## src/rtl/pml_defs.vh

```
`ifndef PML_DEFS_VH
`define PML_DEFS_VH

// Operations accepted on the user port
`define PML_OP_LOCK        3'h0
`define PML_OP_PWPROG      3'h1
`define PML_OP_UNLOCK      3'h2
`define PML_OP_GCLR        3'h3
`define PML_OP_EXIT        3'h4

// Lock word field positions
`define PML_LW_FACTORY     0
`define PML_LW_PERSIST     1
`define PML_LW_PASSWD      2
`define PML_LW_CUSTOMER    6
`define PML_LW_RSV_MASK    16'hffb8

// Command addresses and codes
`define PML_A_UNLK1        24'h000555
`define PML_A_UNLK2        24'h0002aa
`define PML_A_BASE         24'h000000
`define PML_D_UNLK1        16'h00aa
`define PML_D_UNLK2        16'h0055
`define PML_D_LOCK_ASO     16'h0040
`define PML_D_PW_ASO       16'h0060
`define PML_D_GUARD_ASO    16'h0050
`define PML_D_PROG         16'h00a0
`define PML_D_PW_UNLOCK    16'h0025
`define PML_D_PW_COUNT     16'h0003
`define PML_D_PW_COMMIT    16'h0029
`define PML_D_EXIT1        16'h0090
`define PML_D_EXIT2        16'h0000
`define PML_D_STAT_RD      16'h0070

// Status word bit positions
`define PML_ST_READY       7
`define PML_ST_PFAIL       4

// Bus timing in ns, and cycle counts at 10 ns
`define PML_CLK_NS         10
`define PML_T_WP_NS        35
`define PML_T_WPH_NS       30
`define PML_T_ACC_NS       100
`define PML_T_BUSY_NS      80
`define PML_WP_CYC         ((`PML_T_WP_NS + `PML_CLK_NS - 1) / `PML_CLK_NS)
`define PML_WR_CYC         (`PML_WP_CYC + (`PML_T_WPH_NS + `PML_CLK_NS - 1) / `PML_CLK_NS)
`define PML_RD_CYC         ((`PML_T_ACC_NS + `PML_CLK_NS - 1) / `PML_CLK_NS + 2)
`define PML_BUSY_CYC       ((`PML_T_BUSY_NS + `PML_CLK_NS - 1) / `PML_CLK_NS + 2)

// Unlock spacing: 100 us nominal plus 20 us tolerance
`define PML_T_GAP_US       100
`define PML_T_GAPTOL_US    20
`define PML_GAP_CYC        ((`PML_T_GAP_US + `PML_T_GAPTOL_US) * 1000 / `PML_CLK_NS)

// Ready wait timeout
`define PML_T_TMO_US       5000
`define PML_TMO_CYC        (`PML_T_TMO_US * 1000 / `PML_CLK_NS)

`endif

```

## src/rtl/pml_host.v

```verilog
// Functional notes
// - Host programs the password before the password method flag.
// - Host writes reserved lock bits as 1; fields may be written separately.
// - Unlock supplies all 4 password words; only exact match unlocks.
// - Unlocks at most once per 100 us plus 20 us; host polls first.
`timescale 1ns/1ps
`include "pml_defs.vh"
`default_nettype none

module pml_host #(
	parameter [13:0] GAP_CYC = `PML_GAP_CYC,
	parameter [19:0] TMO_CYC = `PML_TMO_CYC
) (
	// Clock and reset
	input  wire        MCLK,
	input  wire        ARST_N,
	// User orders
	input  wire        START,
	input  wire [2:0]  OP,
	input  wire [15:0] LOCK_WORD,
	input  wire [63:0] PASSWORD,
	input  wire [1:0]  PW_INDEX,
	// User results
	output wire        BUSY,
	output reg         DONE,
	output reg         FAIL,
	output reg         REFUSED,
	output reg  [15:0] STATUS,
	output wire        PW_READY,
	output reg         METHOD_PW,
	output reg         METHOD_PS,
	// Flash bus
	output reg  [23:0] ADDR,
	output reg  [15:0] DQ_O,
	output reg         DQ_OE_N,
	input  wire [15:0] DQ_I,
	output reg         CE_N,
	output reg         OE_N,
	output reg         WE_N,
	input  wire        RDY
);

	localparam [2:0] S_IDLE  = 3'h0;
	localparam [2:0] S_WR    = 3'h1;
	localparam [2:0] S_BUSYW = 3'h2;
	localparam [2:0] S_RD    = 3'h3;
	localparam [2:0] S_END   = 3'h4;

	localparam [7:0]  WP_CYC   = `PML_WP_CYC;
	localparam [7:0]  WR_CYC   = `PML_WR_CYC;
	localparam [7:0]  RD_CYC   = `PML_RD_CYC;
	localparam [7:0]  BUSY_CYC = `PML_BUSY_CYC;

	reg  [2:0]  state;
	reg  [2:0]  op;
	reg  [3:0]  idx;
	reg  [7:0]  cnt;
	reg  [19:0] tmo;
	reg  [13:0] gap;
	reg         stat;
	reg         last;
	reg         tmo_hit;
	reg  [15:0] lw;
	reg  [63:0] pw;
	reg  [1:0]  pi;
	reg  [3:0]  pw_mask;
	reg  [15:0] dq_m;
	reg  [15:0] dq_s;
	reg         rdy_m;
	reg         rdy_s;
	wire [40:0] step;
	wire [15:0] lw_in;
	wire        refuse;

	// Step table: {last, address, data} for each bus write of an operation
	function [40:0] seq_step;
		input [2:0]  f_op;
		input [3:0]  f_idx;
		input [15:0] f_lw;
		input [63:0] f_pw;
		input [1:0]  f_pi;
		reg   [23:0] pa;
		begin
			pa = {22'h000000, f_pi};
			seq_step = {1'b1, `PML_A_BASE, `PML_D_EXIT2};
			if (f_op == `PML_OP_EXIT)
			begin
				if (f_idx == 4'h0)
					seq_step = {1'b0, `PML_A_BASE, `PML_D_EXIT1};
			end
			else if (f_idx == 4'h0)
				seq_step = {1'b0, `PML_A_UNLK1, `PML_D_UNLK1};
			else if (f_idx == 4'h1)
				seq_step = {1'b0, `PML_A_UNLK2, `PML_D_UNLK2};
			else
			begin
				case (f_op)
					`PML_OP_LOCK:
						case (f_idx)
							4'h2: seq_step = {1'b0, `PML_A_UNLK1, `PML_D_LOCK_ASO};
							4'h3: seq_step = {1'b0, `PML_A_BASE, `PML_D_PROG};
							default: seq_step = {1'b1, `PML_A_BASE, f_lw};
						endcase
					`PML_OP_PWPROG:
						case (f_idx)
							4'h2: seq_step = {1'b0, `PML_A_UNLK1, `PML_D_PW_ASO};
							4'h3: seq_step = {1'b0, pa, `PML_D_PROG};
							default: seq_step = {1'b1, pa, f_pw[{f_pi, 4'h0} +: 16]};
						endcase
					`PML_OP_UNLOCK:
						case (f_idx)
							4'h2: seq_step = {1'b0, `PML_A_UNLK1, `PML_D_PW_ASO};
							4'h3: seq_step = {1'b0, `PML_A_BASE, `PML_D_PW_UNLOCK};
							4'h4: seq_step = {1'b0, `PML_A_BASE, `PML_D_PW_COUNT};
							4'h5: seq_step = {1'b0, 24'h000000, f_pw[15:0]};
							4'h6: seq_step = {1'b0, 24'h000001, f_pw[31:16]};
							4'h7: seq_step = {1'b0, 24'h000002, f_pw[47:32]};
							4'h8: seq_step = {1'b0, 24'h000003, f_pw[63:48]};
							default: seq_step = {1'b1, `PML_A_BASE, `PML_D_PW_COMMIT};
						endcase
					default:
						case (f_idx)
							4'h2: seq_step = {1'b0, `PML_A_UNLK1, `PML_D_GUARD_ASO};
							4'h3: seq_step = {1'b0, `PML_A_BASE, `PML_D_PROG};
							default: seq_step = {1'b1, `PML_A_BASE, 16'h0000};
						endcase
				endcase
			end
		end
	endfunction

	assign step     = seq_step(op, idx, lw, pw, pi);
	assign lw_in    = LOCK_WORD | `PML_LW_RSV_MASK;
	assign BUSY     = (state != S_IDLE);
	assign PW_READY = (pw_mask == 4'hf);

	// Orders the host must not send
	assign refuse = (OP > `PML_OP_EXIT)
		| ((OP == `PML_OP_UNLOCK) & (gap != 14'h0000))
		| ((OP == `PML_OP_LOCK) & ~LOCK_WORD[`PML_LW_PERSIST] & ~LOCK_WORD[`PML_LW_PASSWD])
		| ((OP == `PML_OP_LOCK) & ~LOCK_WORD[`PML_LW_PASSWD] & (~PW_READY | METHOD_PS))
		| ((OP == `PML_OP_LOCK) & ~LOCK_WORD[`PML_LW_PERSIST] & METHOD_PW)
		| ((OP == `PML_OP_PWPROG) & METHOD_PW);

	// Pin synchronisers
	always @(posedge MCLK or negedge ARST_N)
	begin
		if (!ARST_N)
		begin
			dq_m  <= 16'h0000;
			dq_s  <= 16'h0000;
			rdy_m <= 1'b0;
			rdy_s <= 1'b0;
		end
		else
		begin
			dq_m  <= DQ_I;
			dq_s  <= dq_m;
			rdy_m <= RDY;
			rdy_s <= rdy_m;
		end
	end

	// Sequencer and bus cycles
	always @(posedge MCLK or negedge ARST_N)
	begin
		if (!ARST_N)
		begin
			state     <= S_IDLE;
			op        <= 3'h0;
			idx       <= 4'h0;
			cnt       <= 8'h00;
			tmo       <= 20'h00000;
			gap       <= 14'h0000;
			stat      <= 1'b0;
			last      <= 1'b0;
			tmo_hit   <= 1'b0;
			lw        <= 16'hffff;
			pw        <= 64'h0000000000000000;
			pi        <= 2'h0;
			pw_mask   <= 4'h0;
			DONE      <= 1'b0;
			FAIL      <= 1'b0;
			REFUSED   <= 1'b0;
			STATUS    <= 16'h0000;
			METHOD_PW <= 1'b0;
			METHOD_PS <= 1'b0;
			ADDR      <= 24'h000000;
			DQ_O      <= 16'h0000;
			DQ_OE_N   <= 1'b1;
			CE_N      <= 1'b1;
			OE_N      <= 1'b1;
			WE_N      <= 1'b1;
		end
		else
		begin
			DONE    <= 1'b0;
			REFUSED <= 1'b0;
			if (gap != 14'h0000)
				gap <= gap - 14'h0001;
			case (state)
				S_IDLE:
				begin
					if (START && refuse)
						REFUSED <= 1'b1;
					else if (START)
					begin
						op      <= OP;
						lw      <= lw_in;
						pw      <= PASSWORD;
						pi      <= PW_INDEX;
						idx     <= 4'h0;
						stat    <= 1'b0;
						tmo_hit <= 1'b0;
						state   <= S_END;
					end
				end
				S_END:
				begin
					// Load the current step onto the bus
					ADDR    <= stat ? `PML_A_UNLK1 : step[39:16];
					DQ_O    <= stat ? `PML_D_STAT_RD : step[15:0];
					last    <= stat | step[40];
					DQ_OE_N <= 1'b0;
					CE_N    <= 1'b0;
					cnt     <= 8'h00;
					state   <= S_WR;
				end
				S_WR:
				begin
					cnt <= cnt + 8'h01;
					if (cnt == 8'h00)
						WE_N <= 1'b0;
					if (cnt == WP_CYC)
						WE_N <= 1'b1;
					if (cnt == WR_CYC)
					begin
						if (!last)
						begin
							idx   <= idx + 4'h1;
							state <= S_END;
						end
						else if (stat)
						begin
							DQ_OE_N <= 1'b1;
							OE_N    <= 1'b0;
							ADDR    <= `PML_A_BASE;
							cnt     <= 8'h00;
							state   <= S_RD;
						end
						else
						begin
							DQ_OE_N <= 1'b1;
							CE_N    <= 1'b1;
							cnt     <= 8'h00;
							tmo     <= 20'h00000;
							state   <= S_BUSYW;
						end
					end
				end
				S_BUSYW:
				begin
					// let the ready pin fall, then wait for it to rise
					tmo <= tmo + 20'h00001;
					if (cnt != BUSY_CYC)
						cnt <= cnt + 8'h01;
					else if (rdy_s || tmo >= TMO_CYC)
					begin
						tmo_hit <= ~rdy_s;
						stat    <= 1'b1;
						state   <= S_END;
					end
				end
				S_RD:
				begin
					cnt <= cnt + 8'h01;
					if (cnt == RD_CYC)
					begin
						OE_N <= 1'b1;
						CE_N <= 1'b1;
						STATUS <= dq_s;
						cnt  <= 8'h00;
						if (!dq_s[`PML_ST_READY] && !tmo_hit && tmo < TMO_CYC)
						begin
							stat  <= 1'b0;
							state <= S_BUSYW;
						end
						else
						begin
							// failure bits end the operation unchanged
							FAIL  <= tmo_hit | dq_s[`PML_ST_PFAIL] | ~dq_s[`PML_ST_READY];
							DONE  <= 1'b1;
							state <= S_IDLE;
							if (op == `PML_OP_UNLOCK)
								gap <= GAP_CYC;
							if (!tmo_hit && !dq_s[`PML_ST_PFAIL] && dq_s[`PML_ST_READY])
							begin
								if (op == `PML_OP_LOCK && !lw[`PML_LW_PASSWD])
									METHOD_PW <= 1'b1;
								if (op == `PML_OP_LOCK && !lw[`PML_LW_PERSIST])
									METHOD_PS <= 1'b1;
								if (op == `PML_OP_PWPROG)
									pw_mask[pi] <= 1'b1;
							end
						end
					end
				end
				default:
					state <= S_IDLE;
			endcase
		end
	end

endmodule

`default_nettype wire

```

## config.mk

```make
export PLATFORM = sky130hd
export DESIGN_NAME = pml_host
export DESIGN_NICKNAME = d
export VERILOG_FILES = /design/src/rtl/pml_host.v
export VERILOG_INCLUDE_DIRS = /design/src /design/src/rtl
export SDC_FILE = /design/constraint.sdc
export NUM_CORES = 1
export LEC_CHECK = 0
export BUFFER_PORTS_ARGS = -buffer_cell sky130_fd_sc_hd__buf_2
export CAP_MARGIN = 20
export CORE_MARGIN = 2
export CORE_UTILIZATION = 57
export CTS_CLUSTER_SIZE = 14
export DETAILED_ROUTE_END_ITERATION = 12
export GPL_ROUTABILITY_DRIVEN = 1
export HOLD_SLACK_MARGIN = 0.08
export PLACE_DENSITY = 0.81
export SYNTH_ARGS = -nofsm -noshare
export SYNTH_HDL_FRONTEND = slang
export SYNTH_SLANG_ARGS = --single-unit
```

## constraint.sdc

```tcl
create_clock -name MCLK -period 2.5 [get_ports MCLK]
set_clock_uncertainty 0.15 [all_clocks]
set_input_delay 0.5 -clock MCLK [delete_from_list [all_inputs] [get_ports MCLK]]
set_output_delay 0.5 -clock MCLK [all_outputs]
set_load 0.005 [all_outputs]
```

==> results of run 1 <==
-- worst paths after layout --
kind	start	endpoint	depth (start not counted)	slack, ns
max	idx[0]	DQ_O[9]	9	0.05
min	PASSWORD[0]	pw[0]	2	0.09
max reg2reg	idx[0]	DQ_O[9]	9	0.05
min reg2reg	dq_m[6]	dq_s[6]	0	0.20
max in group asynchronous	ARST_N	lw[0]	3	1.15
min in group asynchronous	ARST_N	gap[2]	2	0.36
-- flip-flops by register name (all words and copies together) (netlist names), 2 cells and up --
| name | count |
|---|---|
| op | 3 |
| state | 3 |
| gap | 14 |
| idx | 4 |
| cnt | 8 |
| pw_mask | 4 |
| dq_m | 16 |
| pi | 2 |
| STATUS | 16 |
| DQ_O | 16 |
| tmo | 20 |
| lw | 4 |
| dq_s | 16 |
| ADDR | 4 |
| pw | 64 |
-- cells by family (layout without fill, tap and decap cells) --
group                      after synthesis  count (layout)
and+or+nand+nor                        297             297
DFF                                    208             208
AOI/OAI and AO/OA                      185             185
muxes                                   97              97
buffers and inverters                   86             346
xor gates and xnor gates                25              25
adders and majority gates               11              11
other                                    1              14
-- power breakdown --
part / leakage (µW) / internal (µW) / switching, µW
Combinational: 0.00340 / 2850 / 2690
Clock: 0.000371 / 1900 / 1380
Sequential: 0.00261 / 4480 / 1100
-- layout make-up --
class                   count  area [µm²]
well taps                 229         287
multi-input cells         628        4740
diodes                      1        2.50
repair buffers            285        2020
fillers                  1122        4760
flip-flops and latches    208        5220
inverters                  19        71.3
clock inverters            11        67.6
clock buffers              31         676
-- layout by cell type, fill, tap and decap left out, types with 18 or more instances in the layout --
master,n
sky130_fd_sc_hd__mux2_4,58
sky130_fd_sc_hd__mux2_2,19
sky130_fd_sc_hd__inv_1,18
sky130_fd_sc_hd__buf_4,68
sky130_fd_sc_hd__nand2_1,119
sky130_fd_sc_hd__nor3_1,18
sky130_fd_sc_hd__dfrtp_1,200
sky130_fd_sc_hd__nand3_1,27
sky130_fd_sc_hd__dlygate4sd3_1,65
sky130_fd_sc_hd__clkbuf_16,23
sky130_fd_sc_hd__buf_2,145
sky130_fd_sc_hd__o21ai_0,47
sky130_fd_sc_hd__a21oi_1,35
sky130_fd_sc_hd__nor2_1,56
-- routing by layer --
metal	vias to the layer above	track usage	routed length [µm]
li1	3784	-	-
met4	2	0.0908	919
met2	441	0.456	13100
met1	4013	0.399	11300
met3	84	0.0433	2100
met5	-	0	11
-- metrics by stage --
stage | total power [µW] | setup TNS (ns)
after floorplan | 8820 | 0
after global placement | 10500 | 0
after detailed placement | 10700 | 0
after CTS | 14100 | 0
after global routing | 15100 | -0.168
final | 14400 | 0
-- repair_timing --
action	in CTS	in global routing
hold endpoints to repair	105	2
pin swaps	0	1
hold buffers	63	2
buffers inserted	0	0
cloned	0	0
setup endpoints to repair	1	10
gates resized for setup	1	13
==> summary by stage, run 1 <==
Yosys
The number of synthesized flops with an enable pin is 0. The most common cell in the netlist is sky130_fd_sc_hd__dfrtp_1. The cell count after synthesis came out at 910. The share of synthesized area in the top cell type comes to 0.486. The dominant combinational cell family by area after synthesis is simple AND/OR/NAND/NOR gates. The area fraction in compound gates after synthesis is 0.124.

The mean cell area of the mapped netlist is 11.3 µm². The synthesized-area fraction occupied by adder cells is 0.0134. The total of warnings raised by yosys is 0. Sorting the synthesized cells by how often they occur yields sky130_fd_sc_hd__dfrtp_1 (200), sky130_fd_sc_hd__nand2_1 (119), sky130_fd_sc_hd__mux2_4 (58), sky130_fd_sc_hd__nor2_1 (56), sky130_fd_sc_hd__o21ai_0 (47). The biggest area contributor in the post-synthesis netlist is sky130_fd_sc_hd__dfrtp_1.

The async set or reset register ratio after synthesis is 1.00. After synthesis, the cell types taking the most area are sky130_fd_sc_hd__dfrtp_1 (49%), sky130_fd_sc_hd__mux2_4 (8.5%), sky130_fd_sc_hd__nand2_1 (4.3%). Among all flip-flop cells after synthesis, the most frequent one is sky130_fd_sc_hd__dfrtp_1. The share of the synthesized netlist area taken by xor and xnor gates is 0.0213. The multiplexer share of the synthesized area is 0.144. Synthesis inferred 208 register bits. Of the synthesized area, sequential elements account for 0.506. The synthesized netlist occupies a cell area of 10300 µm². Counting distinct cell types in the post-synthesis netlist gives 76. The simple logic cell fraction of the synthesized area is 0.146.

Pwr
The power per unit of standard cell area is 1100 nW/µm². IR analysis of the VDD net gives a maximum drop of 0.716 mV. The analysis attributes to cell leakage a power of 0.00638 µW.

Place
The number of placed cells counting well taps is 1304. After detailed placement, the total cell area comes to 11600 µm². The count of buffers from port buffering is 146. The total half-perimeter wirelength after legalization and detailed placement is 17.8 mm. The worst setup slack after placement is 0.0273 ns.

Routability-driven placement finished with a final weighted congestion of 0.910.

Route
The number of remaining DRC errors is 0. The length of the first detailed-routing pass in iterations is 6. The post-route antenna net violation count is 0. Summed over all layers, the routed wires come to 27.4 mm.

For this block, the initial DRC count from the detailed router was 791. After detailed routing, the number of vias per cell comes to 5.90. The routed wirelength normalized by instance count is 19.4 µm. The routed via count is 8324.

Timing
The worst pin sits at a relative slew slack of 0.660. Setup violations remaining at the end of the flow were counted as 0. The final hold violation count is 0.

Setup repair after global routing could not meet its margin everywhere. The share of the clock period used by the worst path after layout is 0.981. The final critical-path setup slack is 0.0481 ns. The total count of max-transition violations in the final report was 0. The shortest period the worst path allows is 2.45 ns. The achievable frequency is 408 MHz. The tightest hold path in the finished design has a slack of 0.0859 ns. At the pin with the least slew margin, the transition time is 0.510 ns.

Die
The core region is 17800 µm². The height of the die is 138 µm. The floorplan step defined a die boundary enclosing 19200 µm².

The initial utilization of the core area, before any placement, comes to 0.577. The number of placed I/O pins is 172. The overall die width is 138 µm. The floorplan has 49 rows.

CTS
The TritonCTS clock tree is built. The clock root buffer is sky130_fd_sc_hd__clkbuf_16. The clock insertion delay at the later pin of the skew report is 0.51 ns.

After clock tree synthesis, the clock-pin slew on the worst setup and hold paths is 0.06 ns. In this run, CTS created clock tree buffers numbering 23. CTS built an H-tree with a depth of 1. No sink is reached through more buffers than the 3 on the longest clock path.

For this design, the sink count on the clock tree is 208.

Cells and area
The area growth from synthesis to layout is 27.0%. After the flow finishes, the layout carries non-filler instances totaling 1412. Of the cells placed in the final design, the portion with a size suffix greater than 1 is 0.333.

The cell area after layout is 13100 µm². The fraction of the core area covered by cells at the end of the flow is 0.733. For this run, the post-layout net count is 1281.

Worst setup path
The nature of the critical path endpoint is a flop. The maximum cell stage delay along the critical path is 0.41 ns. STA puts the critical path data required time at 2.72 ns. The type of element launching the critical path is a flop. Along the worst path, the maximum fanout reaches 10. The signal on the critical path passes through inv_2 -> ha_2 -> buf_4 -> and3b_1 -> buf_4 -> a22oi_1 -> nand2_1 -> a221oi_4 -> o21ai_0. The most repeated library cell on the critical path is sky130_fd_sc_hd__buf_4. The number of buffer and inverter instances along the worst setup path is 3. STA puts the critical path data arrival time at 2.67 ns. The worst setup path is of the flop to flop kind.

The cell family contributing the most delay on the critical path is compound AO/OA/AOI/OAI gates. For this design, the slowest cell found on the critical path is sky130_fd_sc_hd__dfrtp_1.

Min path
The path class of the tightest hold or removal check is input pin to flop.

Global routing
The via count of the first global-routing pass came to 8310. The global-route wire length before repair is 43.9 mm. Summed over all layers, the global routing overflow is 0.

The total global-route track usage is 0.283. The number of antenna violations at the first check in global routing is 2. The maximum number of pins on one net before global-route repair is 60.

Outcome
The flow ran to the end, and the final reports show no timing, DRC or antenna violations.

Flow run
The total of max-cap violations is 0.
No activity file was read; power rests on OpenSTA's default activity.
==> run 2, diff against run 1 <==
--- a/config.mk
+++ b/config.mk
@@ -6,15 +6,16 @@
 export SDC_FILE = /design/constraint.sdc
 export NUM_CORES = 1
 export LEC_CHECK = 0
+export ABC_AREA = 1
 export BUFFER_PORTS_ARGS = -buffer_cell sky130_fd_sc_hd__buf_2
 export CAP_MARGIN = 20
 export CORE_MARGIN = 2
-export CORE_UTILIZATION = 57
+export CORE_UTILIZATION = 52
 export CTS_CLUSTER_SIZE = 14
 export DETAILED_ROUTE_END_ITERATION = 12
 export GPL_ROUTABILITY_DRIVEN = 1
 export HOLD_SLACK_MARGIN = 0.08
-export PLACE_DENSITY = 0.81
+export PLACE_DENSITY = 0.74
 export SYNTH_ARGS = -nofsm -noshare
 export SYNTH_HDL_FRONTEND = slang
 export SYNTH_SLANG_ARGS = --single-unit
==> run 2 against run 1 <==
Net effect: flip-flop and latch count unchanged; count of clock-buffer cells in the layout unchanged; synthesized cell count rose by 45%; utilization is 8.9 points lower; register-to-register slack better by 0.21 ns; cell count up 28%; die area rose by 12%; critical endpoint is now DQ_O[15]; largest cell class unchanged; synthesized area rose by 3.0%; via count increased by 13%; sequential share of layout area rose by 0.42 points; maximum frequency increased by 9.5%.
==> summary by stage, run 2 <==
Cells and area
Relative to the synthesized area, the layout overhead comes to 22.1%. The layout cell share with drive strength beyond 1 is 0.191. The register name with the most flops is pw. Leaving out fill and tap cells, the most frequent cells in the layout are sky130_fd_sc_hd__nand2_1 (399), sky130_fd_sc_hd__dfrtp_1 (200), sky130_fd_sc_hd__buf_2 (145). The multi-input combinational cells in the finished layout cover a total of 4480 µm². For this run, the post-layout net count is 1636. The non-filler instance count after layout is 1806.

The final antenna diode count is 0. The register with the most flip-flops in the layout has 64 of them. Fill cells in the final layout number 1642. The library cell used most frequently in the layout, excluding fill and tap cells, is sky130_fd_sc_hd__nand2_1. Registers take 5220 µm². The largest registers in the layout are pw (64), tmo (20).

Timing
Static timing analysis puts the maximum clock frequency at 447 MHz. The total count of max-transition violations in the final report was 0. Setup repair after global routing left no endpoint under its margin.

The shortest period the worst path allows is 2.24 ns. For the final routed database, the setup TNS stands at 0 ns. Dividing the final minimum period by the clock period gives 0.896. The relative slew slack is 0.607. The measured slew at the worst slew-check pin is 0.590 ns. The final-report setup violation count is 0. The final hold violation count is 0.

Pwr
The static leakage is 0.00674 µW. Power spread over the standard cell area amounts to 995 nW/µm². The total power of the final layout is 12900 µW. Across the VDD grid, the largest voltage drop is 0.592 mV.

Route
The routed wirelength normalized by instance count is 15.0 µm. The mean number of vias per cell is 5.22. The length of the first detailed-routing pass in iterations is 5. The post-route antenna net violation count is 0. The count of routing violations after the opening detailed-route iteration is 611. Summing over every cut layer, the via total after detailed routing is 9422. The routed wire length is 27.2 mm. After detailed routing, the number of remaining DRC violations is 0.

CTS
The clock insertion delay at the later pin of the skew report is 0.51 ns. After clock tree synthesis, the clock-pin slew on the worst setup and hold paths is 0.06 ns. TritonCTS built the clock tree.

The clock root buffer is sky130_fd_sc_hd__clkbuf_16. Clock tree synthesis inserted a total of 23 buffers. The number of setup buffers added after CTS is 0. The clock sink total is 208. CTS built an H-tree with a depth of 1. The number of buffers on the longest clock path is 3.

Flow run
Max-cap violations in this run came to 0.

Global routing
The global-route wire length before repair is 45.0 mm. Entering global routing, the biggest net connects 64 pins. The total grt overflow is 0. The total global-route track usage is 0.255. The via count of the first global-routing pass is 9228. The number of antenna violations at the first check in global routing was 0.

Worst setup path
The required time of the critical path is 2.75 ns. The nature of the critical path endpoint is a flop. STA classifies the critical path startpoint as a flop.

The start-to-end type of the worst setup path is flop to flop. In this run the worst path has a maximum fanout of 11. Data on the critical path arrives at its endpoint at 2.49 ns.

Yosys
For this run, asynchronously set or reset flops after synthesis account for 1.00. The number of synthesized flops with an enable pin is 0. Synthesis instantiated 46 different standard cells from the library. In this run the mean area of a mapped cell was 8.04 µm². The share of synthesized area in the top cell type comes to 0.472.

Synthesis produced 1319 cells. In the synthesized netlist, the cells that appear most often are sky130_fd_sc_hd__nand2_1 (399), sky130_fd_sc_hd__dfrtp_1 (200), sky130_fd_sc_hd__inv_1 (137), sky130_fd_sc_hd__nor2_1 (103), sky130_fd_sc_hd__nand3_1 (97). Among all flip-flop cells after synthesis, the most frequent one is sky130_fd_sc_hd__dfrtp_1. The post-synth design cell area is 10600 µm².

After synthesis, the cell types taking the most area are sky130_fd_sc_hd__dfrtp_1 (47%), sky130_fd_sc_hd__nand2_1 (14%), sky130_fd_sc_hd__inv_1 (4.8%). For this run, the register share of the synthesized area comes to 0.492. The most common cell in the netlist is sky130_fd_sc_hd__nand2_1. The library cell with the largest summed area after synthesis is sky130_fd_sc_hd__dfrtp_1. The Yosys step of the flow raised 0 warnings. The register bit total from synthesis is 208.

Place
The number of placed cells counting well taps is 1719. The total half-perimeter wirelength after legalization and detailed placement is 19.4 mm. The count of buffers from port buffering is 146.

Routability-driven placement finished with a final weighted congestion of 0.904.

Die
Pin placement for this block handled 172 I/O pins. The placement row count is 52. In this run the standard cell core region covers 20100 µm². The area enclosed by the die boundary is 21600 µm². The overall die width is 147 µm. From bottom edge to top edge, the die measures 147 µm. The initial core utilization is 0.527.

Outcome
The run finished with clean final reports.

Min path
The class of the tightest hold or removal check is input pin to flop.
[run 2: changes by cell type in the layout (fill, tap and decap cells not counted), moves of 19 or more]
cell | previous run | this run
sky130_fd_sc_hd__inv_1 | 18 | 137
sky130_fd_sc_hd__mux2_4 | 58 | 0
sky130_fd_sc_hd__dlygate4sd3_1 | 65 | 46
sky130_fd_sc_hd__nor2_1 | 56 | 103
sky130_fd_sc_hd__a21oi_1 | 35 | 55
sky130_fd_sc_hd__nand2_1 | 119 | 399
sky130_fd_sc_hd__buf_4 | 68 | 24
sky130_fd_sc_hd__nand3_1 | 27 | 97
sky130_fd_sc_hd__mux2_2 | 19 | 0
sky130_fd_sc_hd__o21ai_1 | 0 | 22
[run 2: worst max-delay path, cell delays in order (launching register included)]
cell and delay, ns:
sky130_fd_sc_hd__dfrtp_1 0.44, sky130_fd_sc_hd__ha_1 0.34, sky130_fd_sc_hd__o21ai_2 0.17, sky130_fd_sc_hd__nand2_2 0.13, sky130_fd_sc_hd__clkinv_1 0.31, sky130_fd_sc_hd__a22oi_1 0.36
sky130_fd_sc_hd__nand2_1 0.09, sky130_fd_sc_hd__nand3_1 0.07, sky130_fd_sc_hd__nand2_1 0.05
[run 2: cells by family (layout without fill, tap and decap cells)]
kind of cell | Yosys count | in the layout | synth area share
adder cells (fa/ha/maj) | 11 | 11 | 0.0130
AND/OR/NAND/NOR | 689 | 689 | 0.285
buffers and inverters | 209 | 414 | 0.0900
flip-flops | 208 | 208 | 0.492
AO/OA/AOI/OAI | 181 | 181 | 0.104
XOR/XNOR | 19 | 19 | 0.0157
other | 1 | 13 | 0.000354
multiplexers | 1 | 1 | 0.000944
[run 2: cell type report]
type	instances	share of cell area
sequential	208	0.403
multi-input combinational	914	0.346
timing repair buffer	221	0.114
clock buffer	31	0.0522
inverter	152	0.0441
tap	270	0.0261
clock inverter	10	0.0143
[run 2: metrics by stage]
stage / hold slack, ns / worst slack [ns] / area [µm²] / utilization
6_report: 0.0794 / 0.261 / 12900 / 0.644
5_1_grt: 0.0944 / 0.0506 / 12900 / 0.644
4_1_cts: 0.0804 / 0.266 / 12900 / 0.644
3_5_place_dp: 0.185 / 0.296 / 11600 / 0.578
3_3_place_gp: 0.181 / 0.339 / 11600 / 0.578
2_1_floorplan: 0.0544 / 0.660 / 10600 / -
[run 2: timing repair]
action / in CTS / in global routing
hold buffers: 46 / 0
gates resized for setup: 0 / 0
hold endpoints to repair: 96 / 0
[run 2: final timing paths]
| kind | startpoint | end | slack (ns) | cells after the start |
|---|---|---|---|---|
| min in group asynchronous | ARST_N | DQ_O[1] | 0.42 | 2 |
| max | idx[1] | DQ_O[15] | 0.26 | 8 |
| min reg2reg | dq_m[4] | dq_s[4] | 0.20 | 0 |
| min | PASSWORD[45] | pw[45] | 0.08 | 3 |
| max in group asynchronous | ARST_N | CE_N | 1.11 | 3 |
| max reg2reg | idx[1] | DQ_O[15] | 0.26 | 8 |
[run 2: power breakdown]
group	internal, µW	leakage, µW	switching (µW)
clock network	2410	0.000422	1370
logic	1450	0.00370	2830
registers	4210	0.00261	622
total	8070	0.00674	4820
[run 2: routing by layer]
metal / part of all wire / GRT usage
met4: 0.024 / 0.0752
met1: 0.43 / 0.339
met3: 0.055 / 0.0357
met2: 0.49 / 0.436
met5: 0 / 0
